--- src/common/bpsc_pkg.sv ---
// Purpose: Shared constants and types for the bus pin state and strap control block
// Assumes: One 10 MHz bus clock, synchronous active-high hard reset
// Notes:   Pin vectors are packed structs; output enables are low while driving
//
// Behaviour
// - Soft reset leaves management memory base untouched and never flushes the cache.
// - Soft reset acts like an interrupt; bus cycles continue while it is asserted.
// - A pending soft reset is taken only at an instruction boundary.
// - Soft reset input is asynchronous and is synchronised before use.
// - Line policy pin latched at reset enables copy-back bus mode.
// - First ready of a line fill samples line policy pin to tag the line.
// - Core ratio pin low at reset selects core clock twice bus clock.
// - Core ratio pin high or floating at reset selects triple core clock.
// - Low voltage identity output is driven low at all times.
// - Halt-grant holds listed pins, forces strobes high, hold acknowledge follows hold.
// - Held pins keep driving the level they had before halt-grant.
// - Snoop hits during halt-grant may still assert cacheable and modified-hit pins.
package bpsc_pkg;

	// ****************************************
	// Strap and timing constants
	// ****************************************
	localparam int             SYNC_STAGES     = 2;
	localparam int             MGMT_BASE_W     = 32;
	localparam logic [31:0]    MGMT_BASE_RESET = 32'h0000_0000;
	localparam logic [1:0]     MULT_DOUBLE     = 2'h2;
	localparam logic [1:0]     MULT_TRIPLE     = 2'h3;

	// Bit positions in the synchronised pin vector
	localparam int             PIN_COUNT       = 8;
	localparam int             IDX_SOFT_RESET  = 0;
	localparam int             IDX_POLICY      = 1;
	localparam int             IDX_RATIO       = 2;
	localparam int             IDX_HOLD        = 3;
	localparam int             IDX_ADDR_HOLD   = 4;
	localparam int             IDX_SNOOP_N     = 5;
	localparam int             IDX_BURST_RDY_N = 6;
	localparam int             IDX_NONBURST_N  = 7;

	// ****************************************
	// Types
	// ****************************************
	typedef enum logic [1:0] {
		BPSC_RUN       = 2'h0,
		BPSC_ADDR_HOLD = 2'h1,
		BPSC_BUS_HOLD  = 2'h3,
		BPSC_HALT      = 2'h2
	} bpsc_mode_t;

	typedef struct packed {
		logic       bus_request_out;
		logic [3:0] byte_enable_n;
		logic       page_write_through;
		logic       page_cache_disable;
		logic [2:0] cycle_type;
		logic       lock_n;
		logic       pseudo_lock_n;
		logic       address_strobe_n;
		logic       last_transfer_n;
		logic       parity_error_n;
		logic       fpu_error_n;
		logic [1:0] addr_low_bits;
		logic       mgmt_mode_active_n;
		logic       cacheable_n;
		logic       modified_hit_n;
	} bpsc_bus_pins_t;

	typedef struct packed {
		logic byte_enable_n;
		logic page_attr;
		logic cycle_type;
		logic lock_n;
		logic pseudo_lock_n;
		logic address_strobe_n;
		logic last_transfer_n;
		logic addr_low_bits;
		logic cacheable_n;
		logic modified_hit_n;
	} bpsc_pin_oe_n_t;

	localparam bpsc_bus_pins_t PINS_RESET = '{
		bus_request_out:    1'h0,
		byte_enable_n:      4'hf,
		page_write_through: 1'h0,
		page_cache_disable: 1'h0,
		cycle_type:         3'h0,
		lock_n:             1'h1,
		pseudo_lock_n:      1'h1,
		address_strobe_n:   1'h1,
		last_transfer_n:    1'h1,
		parity_error_n:     1'h1,
		fpu_error_n:        1'h1,
		addr_low_bits:      2'h0,
		mgmt_mode_active_n: 1'h1,
		cacheable_n:        1'h1,
		modified_hit_n:     1'h1
	};
	localparam bpsc_pin_oe_n_t OE_ALL_DRIVE = 10'h000;
	localparam bpsc_pin_oe_n_t OE_ALL_FLOAT = 10'h3ff;

endpackage : bpsc_pkg

--- src/design/bpsc_top.sv ---
// Purpose: Strap capture, soft reset gating and output pin state control
// Assumes: Core-side inputs are on ref_clk; pin inputs are asynchronous
// Notes:   Strap pins are resampled every cycle of hard reset; last sample wins
`timescale 1ns/1ps
module bpsc_top #(
	parameter int MGMT_BASE_W = bpsc_pkg::MGMT_BASE_W
) (
	input  wire logic                    ref_clk,
	input  wire logic                    rst,
	input  wire logic                    soft_reset_in,
	input  wire logic                    line_policy_sel_n,
	input  wire logic                    core_ratio_sel,
	input  wire logic                    hold,
	input  wire logic                    addr_hold,
	input  wire logic                    snoop_strobe_n,
	input  wire logic                    burst_ready_n,
	input  wire logic                    nonburst_ready_n,
	input  wire bpsc_pkg::bpsc_bus_pins_t core_pins,
	input  wire logic                    core_stop_grant,
	input  wire logic                    core_instr_boundary,
	input  wire logic                    core_line_fill,
	input  wire logic                    snoop_hit,
	input  wire logic                    snoop_hit_modified,
	input  wire logic                    mgmt_base_wr,
	input  wire logic [MGMT_BASE_W-1:0]  mgmt_base_wdata,
	output bpsc_pkg::bpsc_bus_pins_t     pins_out,
	output bpsc_pkg::bpsc_pin_oe_n_t     pins_oe_n,
	output logic                         hold_ack,
	output logic                         low_voltage_ident_n,
	output logic                         copyback_bus_mode,
	output logic [1:0]                   core_clk_mult,
	output logic                         soft_reset_take,
	output logic                         line_policy_valid,
	output logic                         line_write_back,
	output logic [MGMT_BASE_W-1:0]       mgmt_memory_base
);

	// ****************************************
	// Pin synchronisers
	// ****************************************
	logic [bpsc_pkg::PIN_COUNT-1:0] pin_raw;
	logic [bpsc_pkg::PIN_COUNT-1:0] pin_s;
	logic                           srst_s;
	logic                           snoop_s;
	logic                           ready_s;
	logic                           soft_serviced;
	logic                           fill_seen;
	bpsc_pkg::bpsc_mode_t           mode;
	bpsc_pkg::bpsc_mode_t           next_mode;

	assign pin_raw = {nonburst_ready_n, burst_ready_n, snoop_strobe_n, addr_hold,
			hold, core_ratio_sel, line_policy_sel_n, soft_reset_in};

	bpsc_sync #(
		.WIDTH (bpsc_pkg::PIN_COUNT)
	) u_sync (
		.ref_clk  (ref_clk),
		.pin_in   (pin_raw),
		.pin_sync (pin_s)
	);

	assign srst_s  = pin_s[bpsc_pkg::IDX_SOFT_RESET];
	assign snoop_s = ~pin_s[bpsc_pkg::IDX_SNOOP_N];
	assign ready_s = ~pin_s[bpsc_pkg::IDX_BURST_RDY_N] | ~pin_s[bpsc_pkg::IDX_NONBURST_N];

	// ****************************************
	// Reset straps
	// ****************************************
	// latch copy-back strap
	always_ff @(posedge ref_clk) begin
		if (rst) begin
			copyback_bus_mode <= pin_s[bpsc_pkg::IDX_POLICY];
		end
	end

	always_ff @(posedge ref_clk) begin
		if (rst) begin
			core_clk_mult <= pin_s[bpsc_pkg::IDX_RATIO] ? bpsc_pkg::MULT_TRIPLE : bpsc_pkg::MULT_DOUBLE;
		end
	end

	always_ff @(posedge ref_clk) begin
		low_voltage_ident_n <= 1'h0;
	end

	// ****************************************
	// Soft reset
	// ****************************************
	// take only at instruction boundary
	always_ff @(posedge ref_clk) begin
		if (rst) begin
			soft_reset_take <= 1'h0;
			soft_serviced   <= 1'h0;
		end else begin
			soft_reset_take <= srst_s & ~soft_serviced & core_instr_boundary;
			soft_serviced   <= srst_s & (soft_serviced | core_instr_boundary);
		end
	end

	always_ff @(posedge ref_clk) begin
		if (rst) begin
			mgmt_memory_base <= MGMT_BASE_W'(bpsc_pkg::MGMT_BASE_RESET);
		end else if (mgmt_base_wr) begin
			mgmt_memory_base <= mgmt_base_wdata;
		end
	end

	// ****************************************
	// Line fill policy sample
	// ****************************************
	// sample on first ready of fill
	always_ff @(posedge ref_clk) begin
		if (rst) begin
			fill_seen         <= 1'h0;
			line_policy_valid <= 1'h0;
			line_write_back   <= 1'h0;
		end else begin
			line_policy_valid <= core_line_fill & ready_s & ~fill_seen;
			fill_seen         <= core_line_fill & (fill_seen | ready_s);
			if (core_line_fill & ready_s & ~fill_seen) begin
				line_write_back <= pin_s[bpsc_pkg::IDX_POLICY];
			end
		end
	end

	// ****************************************
	// Pin state control
	// ****************************************
	always_comb begin
		if (pin_s[bpsc_pkg::IDX_HOLD]) begin
			next_mode = bpsc_pkg::BPSC_BUS_HOLD;
		end else if (core_stop_grant) begin
			next_mode = bpsc_pkg::BPSC_HALT;
		end else if (pin_s[bpsc_pkg::IDX_ADDR_HOLD]) begin
			next_mode = bpsc_pkg::BPSC_ADDR_HOLD;
		end else begin
			next_mode = bpsc_pkg::BPSC_RUN;
		end
	end

	always_ff @(posedge ref_clk) begin
		if (rst) begin
			mode <= bpsc_pkg::BPSC_RUN;
		end else begin
			mode <= next_mode;
		end
	end

	always_ff @(posedge ref_clk) begin
		if (rst) begin
			hold_ack <= 1'h0;
		end else begin
			hold_ack <= pin_s[bpsc_pkg::IDX_HOLD];
		end
	end

	always_ff @(posedge ref_clk) begin
		if (rst) begin
			pins_out <= bpsc_pkg::PINS_RESET;
		end else begin
			unique case (next_mode)
				bpsc_pkg::BPSC_HALT: begin
					pins_out.lock_n           <= 1'h1;
					pins_out.pseudo_lock_n    <= 1'h1;
					pins_out.address_strobe_n <= 1'h1;
					pins_out.cacheable_n      <= ~(snoop_s & snoop_hit);
					pins_out.modified_hit_n   <= ~(snoop_s & snoop_hit_modified);
				end
				bpsc_pkg::BPSC_RUN, bpsc_pkg::BPSC_ADDR_HOLD, bpsc_pkg::BPSC_BUS_HOLD: begin
					pins_out <= core_pins;
				end
			endcase
		end
	end

	always_ff @(posedge ref_clk) begin
		if (rst) begin
			pins_oe_n <= bpsc_pkg::OE_ALL_DRIVE;
		end else begin
			pins_oe_n <= bpsc_pkg::OE_ALL_DRIVE;
			unique case (next_mode)
				bpsc_pkg::BPSC_BUS_HOLD: begin
					pins_oe_n <= bpsc_pkg::OE_ALL_FLOAT;
				end
				bpsc_pkg::BPSC_ADDR_HOLD: begin
					pins_oe_n.addr_low_bits  <= 1'h1;
					pins_oe_n.cacheable_n    <= 1'h1;
					pins_oe_n.modified_hit_n <= 1'h1;
				end
				bpsc_pkg::BPSC_RUN, bpsc_pkg::BPSC_HALT: begin
				end
			endcase
		end
	end
endmodule : bpsc_top

--- src/design/bpsc_sync.sv ---
// Purpose: Two flip-flop synchroniser for a vector of independent pin levels
// Assumes: Each bit is a level; bits are not related words
// Notes:   First stage feeds only the second stage
`timescale 1ns/1ps
module bpsc_sync #(
	parameter int WIDTH = 8
) (
	input  wire logic             ref_clk,
	input  wire logic [WIDTH-1:0] pin_in,
	output logic      [WIDTH-1:0] pin_sync
);

	logic [WIDTH-1:0] meta;

	// No reset: straps read these stages during hard reset
	always_ff @(posedge ref_clk) begin
		meta     <= pin_in;
		pin_sync <= meta;
	end

endmodule : bpsc_sync

--- config.mk ---
export PLATFORM = sky130hd
export DESIGN_NAME = bpsc_top
export DESIGN_NICKNAME = d
export VERILOG_FILES = /design/src/common/bpsc_pkg.sv /design/src/design/bpsc_top.sv /design/src/design/bpsc_sync.sv
export SDC_FILE = /design/constraint.sdc
export NUM_CORES = 1
export LEC_CHECK = 0
export ABC_AREA = 1
export BUFFER_PORTS_ARGS = -buffer_cell sky130_fd_sc_hd__buf_2
export CAP_MARGIN = 5
export CORE_UTILIZATION = 45
export CTS_BUF_LIST = sky130_fd_sc_hd__clkbuf_2 sky130_fd_sc_hd__clkbuf_4 sky130_fd_sc_hd__clkbuf_8
export DETAILED_ROUTE_END_ITERATION = 10
export PLACE_DENSITY = 0.77
export SLEW_MARGIN = 40
export SYNTH_ARGS = -nofsm -noshare
export SYNTH_HDL_FRONTEND = slang
export SYNTH_SLANG_ARGS = --single-unit
--- constraint.sdc ---
create_clock -name ref_clk -period 1.2 [get_ports ref_clk]
set_clock_uncertainty 0.1 [all_clocks]
set_input_delay 0.12 -clock ref_clk [delete_from_list [all_inputs] [get_ports ref_clk]]
set_output_delay 0.12 -clock ref_clk [all_outputs]
set_load 0.1 [all_outputs]
# Word level (Yosys, flattened, before mapping)
# Cells that the tools add are included.
[totals] ff_bits=88 in_bits=69 out_inout_bits=71 elab_cells=68
[op_classes] n_eq_ne=3 muxes=8 bitwise=18 n_reduce_logical=3
[op_table] operator="bitwise AND 1 bit" n=8
[op_table] operator="two-way mux 7 bit" n=1
[op_table] operator="inverter 1 bit" n=7
[op_table] operator="case mux 3 bit (2 select lines)" n=1
[op_table] operator="equality test 2 bit (second input constant)" n=2
[op_table] operator="two-way mux 2 bit" n=2
[op_table] operator="case mux 2 bit (2 select lines)" n=1
[op_table] operator="two-way mux 3 bit" n=1
[op_table] operator="bitwise OR 1 bit" n=3
[op_table] operator="OR reduction 3 bit" n=1
[op_table] operator="equality test 2 x 1 -> 1 bit (second input constant)" n=1
[op_table] operator="logical NOT 2 bit" n=1
[op_table] operator="two-way mux 1 bit" n=2
[op_table] operator="OR reduction 2 bit" n=1

# Depth between registers and ports, before layout
# Gate-level depths: netlist (run 1).
[logic_depth] ltp_word=6 depth_mapped=6 ltp_nobuf=6

# Modules after synthesis
# Synthesis (run 1) repeated with hierarchy kept, for this count alone.
[hier_totals] cells_unflattened=325 area_unflattened_um2=2767.7
[by_module_without_submodules] mod="bpsc_top" n_inst=1 cells_each=309 area_each_um2=2447.3 seq_area_each_um2=1281.2
[by_module_without_submodules] mod="bpsc_sync" n_inst=1 cells_each=16 area_each_um2=320.3 seq_area_each_um2=320.3

# Least setup slack after synthesis (run 1)
# No wires, ideal clock.
[synth_timing] kind="reg-to-output" start="register, netlist name pins_oe_n[9]" end="output port pins_oe_n[4] (netlist bit)" arrival_ps=1446 t_required_ps=980 path_slack_ps=-466 path_stages_with_launch=2 n_path_buf=1 path_cell_list="dfxtp_1 buf_4"
[synth_lines] item="end: declaration" line_no="bpsc_top.sv:27" rtl="output bpsc_pkg::bpsc_pin_oe_n_t pins_oe_n,"

# Worst setup path after layout (run 1)
[layout_timing] start="register pins_oe_n[9] (netlist bit)" end="output port pins_oe_n[9] (netlist bit)"
[layout_lines] item="start signal: assignment" line_no="bpsc_top.sv:178" rtl="pins_oe_n <= bpsc_pkg::OE_ALL_DRIVE;"
[layout_lines] item="start signal: assignment" line_no="bpsc_top.sv:180" rtl="pins_oe_n <= bpsc_pkg::OE_ALL_DRIVE;"
[layout_lines] item="start signal: assignment" line_no="bpsc_top.sv:183" rtl="pins_oe_n <= bpsc_pkg::OE_ALL_FLOAT;"
# No word-level cell between the ends.

==> run metrics, run 1 <==
outcome=finished with violations; failing checks=negative setup slack; DP Area=about 4500 µm²; proportion of synthesized chip area in sequential cells=between 50 and 60%; DR WL/cell=~18 µm; Total Wirelength=11100 µm; number of H-tree levels=3; fraction of final layout cells with drive strength greater than 1=41.7%; Critical Path Source Type=flop; sort of element at the end of the critical path=output port; Critical Path Fanout Max=7; buffering stage count on the worst path with inverters included=1; antenna-violating nets left=0; pin count of the biggest net entering global routing=29; placeable core area=5920 µm²; first-pass detailed-route iteration total=6; post-route worst setup slack=-0.0528 ns; Static Leak=2.57 nW; area of the multi-input gates=roughly 840 µm²; number of standard cells after synthesis=between 300 and 400; final non-filler cell total=~600; worst-case hold path end point=pins_oe_n[9]; Worst path top cell family by delay=flip-flops; input/output buffers=between 100 and 150; Via-to-Cell Ratio=around 5.3; CTS buffer count=9; fraction of registers with async set or reset after synthesis=0%; final cycle utilization of the critical path=104%; setup slack at placement=0.0679 ns; wire length of the first global-routing pass=16200 µm; setup repair after global routing missed its margin=true; number of antenna violations at the first check in global routing=0; area enclosed by the die boundary=about 6500 µm²; Nets=slightly below 600; Slew Viols, Final=0; commonest register cell after synthesis=dfxtp_1; ant diodes=0; filler instances=about 200; r2r endpoint=pins_out[12]; Row Count=28; hold_sp=rst; Area growth syn-to-layout=97.3%; critical path class=reg2out; Design Power=approximately 7.7 mW; setup slack, reg-to-reg=-0.04 ns; worst hold stages=3; Post-Syn Nets=just under 400; minimum clock period=1.25 ns; number of global-route vias before repair=roughly 3300; clock tree buffer depth=2; clock latency on the worst-skew pair=0.35 ns; number of placed cells counting well taps=520; die boundary width=~80 µm; Tightest Hold Check Type=in2reg; EDFF count, synth=2; highest-delay cell along the critical path=dfxtp_4; top area cells in the synthesized netlist=dfxtp_1 (56%), nor2_1 (11%), o21ai_0 (5.2%); I/O pin total=140; worst r2r path cells=5; Final Hold Viols=0; grt ovf=0; largest vdd supply drop=around 0.0011 V; final standard cell area without fillers=5460 µm²; register bit count reported by yosys=approximately 80; clock tree from TritonCTS=yes; Initial Utilization=between 40% and 50%; Remaining DRCs=0; Post-Synthesis Mean Instance Area=between 8 and 9 µm²; max-cap violations=0; highest achievable clock rate=roughly 800 MHz; count of different cell masters after synthesis=21; initial DRC count=265; vertical extent of the die=about 80 µm; required arrival time at the worst endpoint=0.98 ns; largest area contributor in the netlist=dfxtp_1; Yosys top cell area share=~56%; hold slack=roughly 0.032 ns; gr usage total=about a third; P per Cell Area=1410 nW/µm²; Final Wtd Congestion=0.734; chain of cells forming the critical path=buf_12; total negative slack=-0.427 ns; area of the mapped netlist=roughly 2800 µm²; Detail Placement HPWL=5220 µm; Finish-stage setup viols=9; detailed-route via count=roughly 3200; Clock transition at path regs=approximately 0.08 ns; number of warning messages in the yosys log=0; post-layout utilization of the core=between 90 and 100%; RR Startpoint=u_sync.pin_sync[3]; master cell of the clock root buffer=clkbuf_8; count of clock tree sinks=79; FF/Latch Area=around 1700 µm²; Max stage delay on crit path=between 0.4 and 0.5 ns; Worst EP arrival=1.03 ns
## worst register-to-register path: stages (launching register included)
cell and delay (ns):
dfxtp_1 0.32, inv_2 0.13, buf_4 0.17, nand4_1 0.20
nand2_1 0.17, nor2_1 0.06
## cells in the mapped netlist, types with 3 or more instances
cell type  number
buf_4          11
nor2_1         79
o21ai_0        29
dfxtp_1        77
inv_1          33
clkbuf_2        3
buf_2           7
nand4_1        18
buf_6           5
nand2_1        36
o21ai_1         4
nand3_1        11
## sequential cells by signal, summed over array words and instances, names as in the netlist, 2 cells and up
name              count
mgmt_memory_base     32
pins_oe_n             2
pins_out             21
u_sync.meta           8
u_sync.pin_sync       8
## worst max-delay path by stage
stage / cells past startpoint / startpoint / to / slack (ns)
floorplan: 0 / hold_ack / hold_ack / 0.07
detailed placement: 6 / core_stop_grant / pins_out[18] / 0.07
finish: 1 / pins_oe_n[9] / pins_oe_n[9] / -0.05
global placement: 7 / core_stop_grant / pins_out[4] / 0.15
global route: 1 / pins_oe_n[9] / pins_oe_n[6] / -0.09
CTS: 1 / pins_oe_n[9] / pins_oe_n[6] / -0.06
## routing by layer
metal  share of wire [%]  up-vias  track usage [%]  routed length [µm]
met5                   0        -                0                   0
met4                 4.9        0             18.9                 545
met3                  10       60             10.2                1140
met2                  52      274             64.2                5810
met1                  32     1471             32.2                3570
li1                    -     1402                -                   -
## layout make-up
| class | instances | area share [%] |
|---|---|---|
| well taps | 75 | 1.72 |
| repair buffers | 214 | 46.0 |
| inverters | 34 | 2.34 |
| flip-flops and latches | 79 | 30.6 |
| multi-input cells | 185 | 15.3 |
| clock buffers | 12 | 2.68 |
| clock inverters | 4 | 1.33 |
## cells by family (layout without fill, tap and decap cells)
| kind of cell | after synthesis | count (layout) | synth area share, % |
|---|---|---|---|
| AO/OA/AOI/OAI | 35 | 35 | 6.33 |
| buffers and inverters | 62 | 264 | 12.7 |
| flip-flops | 79 | 79 | 57.9 |
| other | 2 | 2 | 0.272 |
| AND/OR/NAND/NOR | 147 | 148 | 22.8 |
## timing repair
action                                  in CTS  in global routing
gates resized for setup                      0                  5
cloned                                       0                  1
endpoints found under the setup margin       7                 26
hold buffers                                66                  0
pin swaps                                    0                  1
endpoints found under the hold margin       65                  0
setup buffers                                0                  0
## power by group
part | total, mW | switching [mW] | internal, mW | leakage, nW
logic | 2.50 | 1.57 | 0.925 | 1.79
registers | 3.01 | 0.183 | 2.83 | 0.673
clock network | 2.19 | 0.953 | 1.24 | 0.111
total | 7.71 | 2.71 | 4.99 | 2.57
## layout by cell type, fill, tap and decap left out, types with 3 or more instances in the layout
master / n
o21ai_0: 29
inv_1: 32
clkbuf_4: 3
nand3_1: 11
buf_12: 72
dfxtp_2: 49
buf_2: 68
dfxtp_1: 26
nor2_1: 79
clkbuf_8: 9
o21ai_1: 4
dlygate4sd3_1: 66
nand2_1: 36
buf_4: 6
nand4_1: 18
Note: power is estimated with default switching activity, not from simulation.
==> run 2: changes to the inputs <==
--- a/config.mk
+++ b/config.mk
@@ -6,7 +6,7 @@
 export NUM_CORES = 1
 export LEC_CHECK = 0
 export ABC_AREA = 1
-export BUFFER_PORTS_ARGS = -buffer_cell sky130_fd_sc_hd__buf_2
+export BUFFER_PORTS_ARGS = -buffer_cell sky130_fd_sc_hd__buf_4
 export CAP_MARGIN = 5
 export CORE_UTILIZATION = 45
 export CTS_BUF_LIST = sky130_fd_sc_hd__clkbuf_2 sky130_fd_sc_hd__clkbuf_4 sky130_fd_sc_hd__clkbuf_8
==> run 2 against run 1 <==
Effect of this change:
- the run still ends with negative setup slack left
- fmax up 2.5%
- die area unchanged
- routed wire length down 28%
- flip-flop and latch count unchanged
- largest cell class unchanged
==> run metrics, run 2 (same netlist as run 1, synthesis figures left out) <==
Total Wirelength=7940 µm (-28%); Critical Path Source Type=flop; area enclosed by the die boundary=6460 µm² (unchanged); pin count of the biggest net entering global routing=34 (+17%); chain of cells forming the critical path=buf_4; Static Leak=2.32 nW (-9.6%); Critical Path Fanout Max=7 (unchanged); final non-filler cell total=599 (-0.66%); Worst EP arrival=1.00 ns (-0.03 ns); setup repair after global routing missed its margin=true; max-cap violations=0 (unchanged); Worst path top cell family by delay=flip-flops; Area growth syn-to-layout=70.8%; flip-flop count of the largest register after layout=32 (unchanged); RR Startpoint=u_sync.pin_sync[3]; number of H-tree levels=3 (unchanged); Slew Viols, Final=0 (unchanged); Nets=588 (-0.68%); largest registers in the final layout=mgmt_memory_base: 32 flops, pins_out: 21 flops; Post-CTS Setup Bufs=0 (unchanged); clock latency on the worst-skew pair=0.33 ns (-0.02 ns); Final Wtd Congestion=0.737 (+0.48%); initial DRC count=113 (-57%); I/O pin total=140 (unchanged); wire length of the first global-routing pass=12000 µm (-26%); outcome=finished with violations; top register by number of flip-flops=mgmt_memory_base; highest-delay cell along the critical path=dfxtp_4; critical path class=reg2out; Initial Utilization=46.7% (unchanged); P per Cell Area=1460 nW/µm² (+3.5%); most frequent standard cell in the layout excluding fill and tap cells=buf_4; antenna-violating nets left=0 (unchanged); first-pass detailed-route iteration total=4 (-2); Max stage delay on crit path=0.38 ns (-0.10 ns); hold_sp=snoop_hit; number of antenna violations at the first check in global routing=0 (unchanged); master cell of the clock root buffer=clkbuf_8; Remaining DRCs=0 (unchanged); die boundary width=80.4 µm (unchanged); highest achievable clock rate=818 MHz (+2.5%); buffering stage count on the worst path with inverters included=1 (unchanged); Final Hold Viols=0 (unchanged); sort of element at the end of the critical path=output port; input/output buffers=137 (unchanged); CTS buffer count=9 (unchanged); required arrival time at the worst endpoint=0.98 ns (about the same); failing checks=negative setup slack; count of clock tree sinks=79 (unchanged); Detail Placement HPWL=4650 µm (-11%); fraction of final layout cells with drive strength greater than 1=41.0% (-0.64 points); DR WL/cell=13.3 µm (-28%); number of placed cells counting well taps=517 (-0.58%); number of global-route vias before repair=2793 (-15%); worst setup path start=pins_oe_n[9]; Row Count=28 (unchanged); filler instances=372 (+85%); post-route worst setup slack=-0.0222 ns (+0.0306 ns); final cycle utilization of the critical path=102% (-2.6 points); gr usage total=24.3% (-9.7 points); clock tree from TritonCTS=yes; placeable core area=5920 µm² (unchanged); largest vdd supply drop=0.000901 V (-17%); ant diodes=0 (unchanged); Tightest Hold Check Type=in2reg; vertical extent of the die=80.4 µm (unchanged); minimum clock period=1.22 ns (-0.0306 ns); Finish-stage setup viols=7 (-2); top library cells by usage in the layout, fill and taps aside=buf_4 (129), nor2_1 (79), dlygate4sd3_1 (65); Via-to-Cell Ratio=4.69 (-12%); clock tree buffer depth=2 (unchanged); detailed-route via count=2808 (-12%); Design Power=6.90 mW (-10%); Clock transition at path regs=0.08 ns (about the same); grt ovf=0 (unchanged)
==> run 2: routing by layer <==
metal  track usage, %  up-vias  share of wire [%]
met4             11.3        0                1.4
met3             4.55       10                6.9
met2             44.7      114                 52
met5                0        -                  0
met1             26.6     1291                 40
li1                 -     1393                  -
==> run 2: power breakdown <==
| part | leakage (nW) | switching (mW) | internal [mW] |
|---|---|---|---|
| Combinational | 1.56 | 1.50 | 0.607 |
| Sequential | 0.673 | 0.0894 | 2.82 |
| Clock | 0.0924 | 0.936 | 0.943 |
==> run 2: repair_timing <==
item	CTS	global route
hold buffers	65	0
pin swaps	0	1
endpoints found under the hold margin	70	0
cloned	0	1
gates resized for setup	0	17
endpoints found under the setup margin	7	30
==> run 2: area by class of cell <==
class / count / area (µm²) / share of cell area, %
Clock inverter: 7 / 63.8 / 1.35
Sequential cell: 79 / 1670 / 35.4
Clock buffer: 9 / 124 / 2.62
Timing Repair Buffer: 210 / 1810 / 38.3
Inverter: 34 / 128 / 2.70
Tap cell: 75 / 93.8 / 1.99
Multi-Input combinational cell: 185 / 836 / 17.7
==> run 2: per-stage QoR <==
step	hold slack [ns]	utilization (%)	TNS (ns)	setup slack, ns	cell area (µm²)
floorplan	0.0477	-	0	0.0710	2830
global placement	0.124	64.3	0	0.0975	3810
detailed placement	0.126	64.3	0	0.0564	3810
CTS	0.00874	78.4	-0.262	-0.0411	4640
global route	0.0182	79.8	-0.414	-0.0601	4720
finish	0.0182	79.8	-0.136	-0.0222	4720
==> run 2: worst paths after layout <==
path,end,slack (ns),cells after the start
max,pins_oe_n[6],-0.02,1
min,pins_out[1],0.02,4
max reg2reg,pins_out[4],0.07,5
min reg2reg,u_sync.pin_sync[0],0.23,0
